<file path="config.mk">
export PLATFORM = sky130hd
export DESIGN_NAME = hssc_spin_clock
export DESIGN_NICKNAME = d
export VERILOG_FILES = /design/src/hssc_pkg.sv /design/src/hssc_spin_clock.sv
export VERILOG_INCLUDE_DIRS = /design/src
export SDC_FILE = /design/constraint.sdc
export NUM_CORES = 1
export LEC_CHECK = 0
export BUFFER_PORTS_ARGS = -buffer_cell sky130_fd_sc_hd__buf_4
export CAP_MARGIN = 25
export CORE_MARGIN = 4
export CORE_UTILIZATION = 30
export DETAILED_ROUTE_END_ITERATION = 10
export MAX_ROUTING_LAYER = met4
export SYNTH_ARGS = -nofsm -noshare
export SYNTH_HDL_FRONTEND = slang
export SYNTH_SLANG_ARGS = --single-unit
export TNS_END_PERCENT = 50
</file>
<file path="constraint.sdc">
create_clock -name clock -period 2.35 [get_ports clock]
set_input_delay 0.1175 -clock clock [delete_from_list [all_inputs] [get_ports clock]]
set_output_delay 0.1175 -clock clock [all_outputs]
set_load 0.1 [all_outputs]
</file>
<file path="src/hssc_defs.svh">
// Constants for the horizon-synchronized spin clock
`ifndef HSSC_DEFS_SVH
`define HSSC_DEFS_SVH

// System clock rate and crystal reference
`define HSSC_SYS_HZ        100_000_000
`define HSSC_XTAL_HZ       2_457_600
`define HSSC_TICK_HZ       400
// Phase accumulator emulating the crystal oscillator from the system clock
`define HSSC_ACC_W         32
`define HSSC_XTAL_STEP     32'h064A_9CDC
// Crystal divide chain: 2457600 / 400 = 6144 = 2^11 * 3
`define HSSC_DIV2_STAGES   11
`define HSSC_DIV3_MAX      2'h2
// Window counter
`define HSSC_CNT_W         12
`define HSSC_WIN_OPEN      12'h0800
`define HSSC_FREE_CLOSE    12'h08C0
`define HSSC_SHORT_CLOSE   12'h08A2
// Recorded-camera close counts, for overriding the window parameters
`define HSSC_REC_FREE_CLOSE  12'h0A50
`define HSSC_REC_SHORT_CLOSE 12'h0A32
// Errors before rephase
`define HSSC_ERR_W         2
`define HSSC_ERR_FIRST     2'h1
`define HSSC_ERR_REPHASE   2'h3

`endif

</file>
<file path="src/hssc_pkg.sv">
// Types for the horizon-synchronized spin clock
package hssc_pkg;
	typedef enum logic [1:0] {
		HSSC_IDLE,
		HSSC_ARMED,
		HSSC_RUN
	} hssc_state_e;

	typedef enum logic [1:0] {
		HSSC_ERR_NONE,
		HSSC_ERR_EARLY,
		HSSC_ERR_LATE
	} hssc_err_e;
endpackage

</file>
<file path="src/hssc_spin_clock.sv">
// Horizon-pulse synchronized spin clock generator
`timescale 1ns/100ps
`default_nettype none
`include "hssc_defs.svh"

module hssc_spin_clock
	import hssc_pkg::*;
#(
	parameter logic [11:0]            WIN_OPEN    = `HSSC_WIN_OPEN,
	parameter logic [11:0]            FREE_CLOSE  = `HSSC_FREE_CLOSE,
	parameter logic [11:0]            SHORT_CLOSE = `HSSC_SHORT_CLOSE,
	// Crystal step and binary stage count; a larger step and fewer stages only for quick runs
	parameter logic [`HSSC_ACC_W-1:0] XTAL_STEP   = `HSSC_XTAL_STEP,
	parameter int                     DIV2_STAGES = `HSSC_DIV2_STAGES
) (
	input  wire logic clock,
	input  wire logic rst_b,
	input  wire logic load_done,
	input  wire logic quarter_orbit_torque_mode,
	input  wire logic cam_sel,
	input  wire logic sens_a_set,
	input  wire logic sens_a_clr,
	input  wire logic sens_b_set,
	input  wire logic sens_b_clr,
	output logic      tick_400,
	output logic      horizon_pulse,
	output logic      spin_clock,
	output logic      window_open,
	output logic      synced
);

	////////////////////////////////////////////////////////////////////////////
	// Crystal emulation and divide chain

	logic [`HSSC_ACC_W-1:0]       acc_ff;
	logic [`HSSC_ACC_W:0]         nxt_acc;
	logic                         xtal_edge;
	logic [DIV2_STAGES-1:0]       div2_ff;
	logic [1:0]                   div3_ff;
	logic                         div_wrap;

	assign nxt_acc   = {1'b0, acc_ff} + {1'b0, XTAL_STEP};
	assign xtal_edge = nxt_acc[`HSSC_ACC_W];
	assign div_wrap  = xtal_edge && (&div2_ff) && (div3_ff == `HSSC_DIV3_MAX);

	// Phase accumulator gives one crystal cycle per carry
	always_ff @(posedge clock) begin
		if (!rst_b)
			acc_ff <= '0;
		else
			acc_ff <= nxt_acc[`HSSC_ACC_W-1:0];
	end

	// Binary stages then divide-by-three down to 400 Hz
	always_ff @(posedge clock) begin
		if (!rst_b) begin
			div2_ff <= '0;
			div3_ff <= '0;
		end else if (xtal_edge) begin
			div2_ff <= div2_ff + 1'b1;
			if (&div2_ff)
				div3_ff <= (div3_ff == `HSSC_DIV3_MAX) ? 2'h0 : div3_ff + 2'h1;
		end
	end

	// Tick strobe
	always_ff @(posedge clock) begin
		if (!rst_b)
			tick_400 <= 1'b0;
		else
			tick_400 <= div_wrap;
	end

	////////////////////////////////////////////////////////////////////////////
	// Earth blanking and horizon recognition

	logic blank_ff;
	logic pend_ff;
	logic sens_set;
	logic sens_clr;

	// Camera selection picks the normal sensor pair
	assign sens_set = cam_sel ? sens_b_set : sens_a_set;
	assign sens_clr = cam_sel ? sens_b_clr : sens_a_clr;

	// Blanking flip-flop: set at sky-earth, cleared by opposite sensor
	always_ff @(posedge clock) begin
		if (!rst_b)
			blank_ff <= 1'b0;
		else if (sens_set && !blank_ff)
			blank_ff <= 1'b1;
		else if (sens_clr)
			blank_ff <= 1'b0;
	end

	// Pending edge held until the next tick; set wins over clear
	always_ff @(posedge clock) begin
		if (!rst_b)
			pend_ff <= 1'b0;
		else if (sens_set && !blank_ff)
			pend_ff <= 1'b1;
		else if (tick_400)
			pend_ff <= 1'b0;
	end

	// Tick-aligned horizon strobe
	always_ff @(posedge clock) begin
		if (!rst_b)
			horizon_pulse <= 1'b0;
		else
			horizon_pulse <= div_wrap && (pend_ff || (sens_set && !blank_ff));
	end

	////////////////////////////////////////////////////////////////////////////
	// Synchronizing and error logic

	hssc_state_e          state_ff;
	logic [11:0]          cnt_ff;
	hssc_err_e            err_type_ff;
	logic [`HSSC_ERR_W-1:0] err_cnt_ff;
	logic                 missing_ff;
	logic                 hp;
	logic                 early;
	logic                 late;
	logic                 at_close;
	logic                 in_win;
	logic                 rephase;
	logic                 fill_in;

	assign hp        = horizon_pulse && !quarter_orbit_torque_mode;
	// Window counts from its opening count; a late state does not shut it
	assign in_win    = (cnt_ff >= WIN_OPEN);
	assign window_open = (state_ff == HSSC_RUN) && (cnt_ff >= WIN_OPEN);
	// Close point shortens while pulses are missing
	assign at_close  = cnt_ff == (missing_ff ? SHORT_CLOSE : FREE_CLOSE);
	assign early     = hp && (cnt_ff < WIN_OPEN);
	// Pulse after a clock made at window expiry counts as late
	assign fill_in   = err_type_ff == HSSC_ERR_LATE || missing_ff;
	assign late      = hp && fill_in && (cnt_ff < WIN_OPEN) && (err_type_ff == HSSC_ERR_LATE);
	assign rephase   = hp && (early || late) && (err_type_ff == (early && !late ? HSSC_ERR_EARLY : HSSC_ERR_LATE))
		&& (err_cnt_ff == `HSSC_ERR_REPHASE);

	// Acquisition state
	always_ff @(posedge clock) begin
		if (!rst_b)
			state_ff <= HSSC_IDLE;
		else begin
			case (state_ff)
				HSSC_IDLE:  if (load_done) state_ff <= HSSC_ARMED;
				HSSC_ARMED: if (horizon_pulse || (quarter_orbit_torque_mode && tick_400)) state_ff <= HSSC_RUN;
				HSSC_RUN:   if (!load_done) state_ff <= HSSC_IDLE;
				default:    state_ff <= HSSC_IDLE;
			endcase
		end
	end

	// Window counter; recycles without losing a tick
	always_ff @(posedge clock) begin
		if (!rst_b || state_ff != HSSC_RUN)
			cnt_ff <= '0;
		else if (tick_400) begin
			// A pulse after a missing run rephases wherever it falls
			if ((hp && in_win) || at_close || rephase || (hp && missing_ff))
				cnt_ff <= 12'h001;
			else
				cnt_ff <= cnt_ff + 12'h001;
		end
	end

	// Missing-pulse flag: set by a close with no pulse while no error type is held, cleared by any pulse outside quarter-orbit torque mode
	always_ff @(posedge clock) begin
		if (!rst_b || state_ff != HSSC_RUN)
			missing_ff <= 1'b0;
		else if (hp)
			missing_ff <= 1'b0;
		else if (tick_400 && at_close && err_type_ff == HSSC_ERR_NONE)
			missing_ff <= 1'b1;
	end

	// Error type and count
	always_ff @(posedge clock) begin
		if (!rst_b || state_ff != HSSC_RUN) begin
			err_type_ff <= HSSC_ERR_NONE;
			err_cnt_ff  <= '0;
		end else if (hp && in_win) begin
			err_type_ff <= HSSC_ERR_NONE;
			err_cnt_ff  <= '0;
		end else if (tick_400 && at_close && !hp && !missing_ff && err_type_ff == HSSC_ERR_NONE) begin
			err_type_ff <= HSSC_ERR_LATE;
			err_cnt_ff  <= '0;
		end else if (hp && (early || late)) begin
			if (err_type_ff == HSSC_ERR_NONE || err_type_ff != (late ? HSSC_ERR_LATE : HSSC_ERR_EARLY)) begin
				// First pulse of a new type is error one of four
				err_type_ff <= late ? HSSC_ERR_LATE : HSSC_ERR_EARLY;
				err_cnt_ff  <= `HSSC_ERR_FIRST;
			end else if (rephase)
				err_cnt_ff <= err_cnt_ff;
			else
				err_cnt_ff <= err_cnt_ff + 1'b1;
		end
	end

	// Output clock strobe
	always_ff @(posedge clock) begin
		if (!rst_b)
			spin_clock <= 1'b0;
		else if (state_ff == HSSC_ARMED)
			spin_clock <= horizon_pulse || (quarter_orbit_torque_mode && tick_400);
		else if (state_ff == HSSC_RUN && tick_400)
			spin_clock <= (hp && in_win) || at_close || (rephase && !late)
				|| (hp && missing_ff && !early);
		else
			spin_clock <= 1'b0;
	end

	assign synced = (state_ff == HSSC_RUN) && (err_type_ff == HSSC_ERR_NONE) && !missing_ff;
endmodule

`default_nettype wire

</file>
==> reports/metrics.yaml <==
global_route:
  grt.total_usage_pct: 11.0
  grt_pass1_wl_mm: 11.4
  busiest_layer: "met2"
  grt_max_degree: 25
  use_met1_pct: 13.0
  gr-usage-met2_pct: 17.6
  grt_use_met3_pct: 3.48
  antenna_found_initial: 0
  first_global_vias: 2575
  grt.overflow.total: 0
clock_network:
  root_buffer: "clkbuf_8"
  cts_setup_buffers: 0
  cts_max_path_buffers: 2
  cts_tree: "yes"
  cts_buffers: 9
  path_clk_slew_ns: 0.07
  cts_sinks: 67
  htree_num_levels: 3
  cts_resized: 0
  cts_hold_buffers: 0
  clk_latency_ns: 0.34
sta:
  slew-limit-headroom_pct: 57.5
  clock_skew_ns: 0.0112
  grt_setup_unrepaired: "false"
  tightest_slew_ns: 0.632
  fin_crit_ns: 2.13
  maxSlewViolCount: 0
  fin_crit_sh_pct: 90.8
  hold_violations: 0
  fmax_mhz: 468
  setup_tns_ns: 0
  setup_violations: 0
critical_path:
  start_kind: "register"
  rr_worst_depth: 9
  reg2reg_to: "div2_ff[5]$_SDFFE_PN0N_"
  path_class: "register to register"
  slowest_delay_ns: 0.49
  cp_top_family: "compound AO/OA/AOI/OAI gates"
  required_ns: 2.62
  cp.depth: 9
  regToRegStartpoint: "acc_ff[2]$_SDFF_PN0_"
  crit_chain: "inv_1, ha_1, nand2b_4, a211oi_4, o221ai_4, a41oi_2, buf_12, or4_1, a21oi_1"
  crit_fanout: 21
  critical_path_buf_inv_count: 2
  worst_setup_path_end_kind: "register"
  crit_arrival_ns: 2.40
  cp_slowest_cell: "or4_1"
  ff2ff_setup_slack_ns: 0.22
place:
  dp_hpwl_mm: 4.43
  routabilityCongestion: 0.826
  port-buffer-count: 13
floorplan:
  core_sq_mm: 0.0104
  dieArea_sq_mm: 0.0125
  rows: 37
  die_w_um: 112
  start_util_pct: 31.1
  io-pin-count: 14
  fp.dieH_um: 112
yosys:
  ys_ff_latch: 67
  yosysWarnings: 0
  postSynthCellCount: 366
  yosysUniqueCellTypes: 61
  synth_ff_type: "dfxtp_1"
  synth_area_sq_mm: 0.00322
  synth_edf_count: 0
  synth_nets: 380
  yosysSeqAreaShare_pct: 41.6
  synth.avg_cell_area_sq_um: 8.80
  synthArstFlopShare_pct: 0
detailed_routing:
  routed_wl_mm: 6.14
  drt-initial-drc-count: 136
  drt_pass1_iterations: 6
  ant_nets: 0
  num_vias: 2597
  route.detailed.drc: 0
  avgViaCountPerCell: 4.94
  wl_per_cell_um: 11.7
final_layout:
  final_common_cell: "dfxtp_1"
  area_growth_pct: 15.5
  finalNetCount: 399
  regArea_sq_mm: 0.00134
  final_util_pct: 35.9
  antenna_cells: 0
  nFillCells: 1078
  multi_input_area_sq_mm: 0.00179
  layout_common_cells: "dfxtp_1 (67), nor2_1 (49), nand2_1 (34)"
  drive_gt1_share_pct: 13.3
pwr:
  p_per_area_mw_per_mm2: 762
  ir_worst_vdd_v: 0.000302
  leakage_nw: 1.36
hold_path:
  hp-start: "load_done"
  hold-path-cell-count: 3
  hp-class: "input pin to register"
  holdPathEnd: "state_ff[1]$_SDFFE_PN0P_"
status:
  outcome: "finished, final reports clean"
run:
  cap_violations: 0
==> area by class of cell <==
cell class | instances | share of cell area (%)
clock inverters | 4 | 1.95
clock buffers | 12 | 4.17
flip-flops and latches | 67 | 36.1
well taps | 136 | 4.57
multi-input cells | 279 | 48.2
inverters | 9 | 0.908
repair buffers | 19 | 4.17
==> kinds of logic (layout without fill, tap and decap cells) <==
kind of cell    after synthesis  count (layout)  share of synthesized area (%)
compound gates               79              79                           17.4
xor+xnor                     28              28                           7.61
fa+ha+maj                     5               5                           1.94
buf+inv                      20              44                           2.72
flops                        67              67                           41.6
mux                           8               8                           2.53
simple gates                159             159                           26.1
==> registers in the layout (all words and copies together) (netlist names), 2 cells and up <==
signal       cells
cnt_ff          12
acc_ff          30
div3_ff          2
err_cnt_ff       2
state_ff         2
err_type_ff      2
div2_ff         11
==> per-stage QoR <==
| step | area [sq um] | hold slack, ns | std cells | power (mW) | worst slack (ns) |
|---|---|---|---|---|---|
| final | 3720 | 0.0376 | 526 | 2.83 | 0.215 |
| after CTS | 3720 | 0.0191 | 526 | 2.88 | 0.200 |
| after global placement | 3490 | 0.371 | 510 | 1.76 | 0.278 |
| after global routing | 3720 | 0.0797 | 526 | 3.00 | 0.0478 |
| after detailed placement | 3490 | 0.380 | 510 | 1.78 | 0.213 |
| after floorplan | 3220 | 0.256 | 366 | 1.67 | 0.222 |
==> worst max-delay path by stage <==
| stage | endpoint | slack [ns] | from |
|---|---|---|---|
| 2_1_floorplan | cnt_ff[11]$_SDFFE_PP0P_ | 0.22 | tick_400$_SDFF_PN0_ |
| 3_3_place_gp | div2_ff[5]$_SDFFE_PN0N_ | 0.28 | acc_ff[2]$_SDFF_PN0_ |
| 3_5_place_dp | div3_ff[0]$_SDFFE_PN0P_ | 0.21 | acc_ff[2]$_SDFF_PN0_ |
| 4_1_cts | div2_ff[5]$_SDFFE_PN0N_ | 0.20 | acc_ff[2]$_SDFF_PN0_ |
| 5_1_grt | div3_ff[1]$_SDFFE_PN0P_ | 0.05 | acc_ff[2]$_SDFF_PN0_ |
| 6_report | div2_ff[5]$_SDFFE_PN0N_ | 0.22 | acc_ff[2]$_SDFF_PN0_ |
==> report_power, final <==
part           internal (mW)  switching, mW
Sequential              1.24          0.140
Combinational          0.182          0.193
Clock                  0.654          0.427
Total                   2.07          0.760
==> synthesized netlist by cell type, types with 3 or more instances <==
cell / instances / area, sq um
a21o_1: 5 / 37.5
a21oi_1: 29 / 145
or4_1: 7 / 52.6
and3_1: 10 / 62.6
nand3_1: 13 / 65.1
o211ai_1: 3 / 22.5
o21ai_0: 10 / 50.1
o31ai_1: 8 / 60.1
nand3b_1: 3 / 22.5
nand4b_1: 3 / 26.3
nand2_1: 34 / 128
inv_1: 7 / 26.3
nand4_1: 6 / 37.5
nor3_1: 7 / 35.0
a31oi_1: 3 / 18.8
mux2i_1: 7 / 70.1
clkbuf_1: 8 / 30.0
ha_1: 5 / 62.6
dfxtp_1: 67 / 1340
nand2b_1: 3 / 18.8
or3_1: 6 / 37.5
xnor2_1: 8 / 70.1
xor2_1: 20 / 175
nor2_1: 49 / 184
==> tightest hold or removal path: cells and delay by family <==
kind / cells / cell delay (ns)
compound gates: 1 / 0.05
simple gates: 1 / 0.08
buf+inv: 1 / 0.09
==> metal layers <==
metal,part of all wire (%),up-vias
li1,-,1348
met1,48,1211
met2,47,29
met3,3.3,9
met4,1.5,0
met5,0,-
Note: power is estimated with default switching activity, not from simulation.
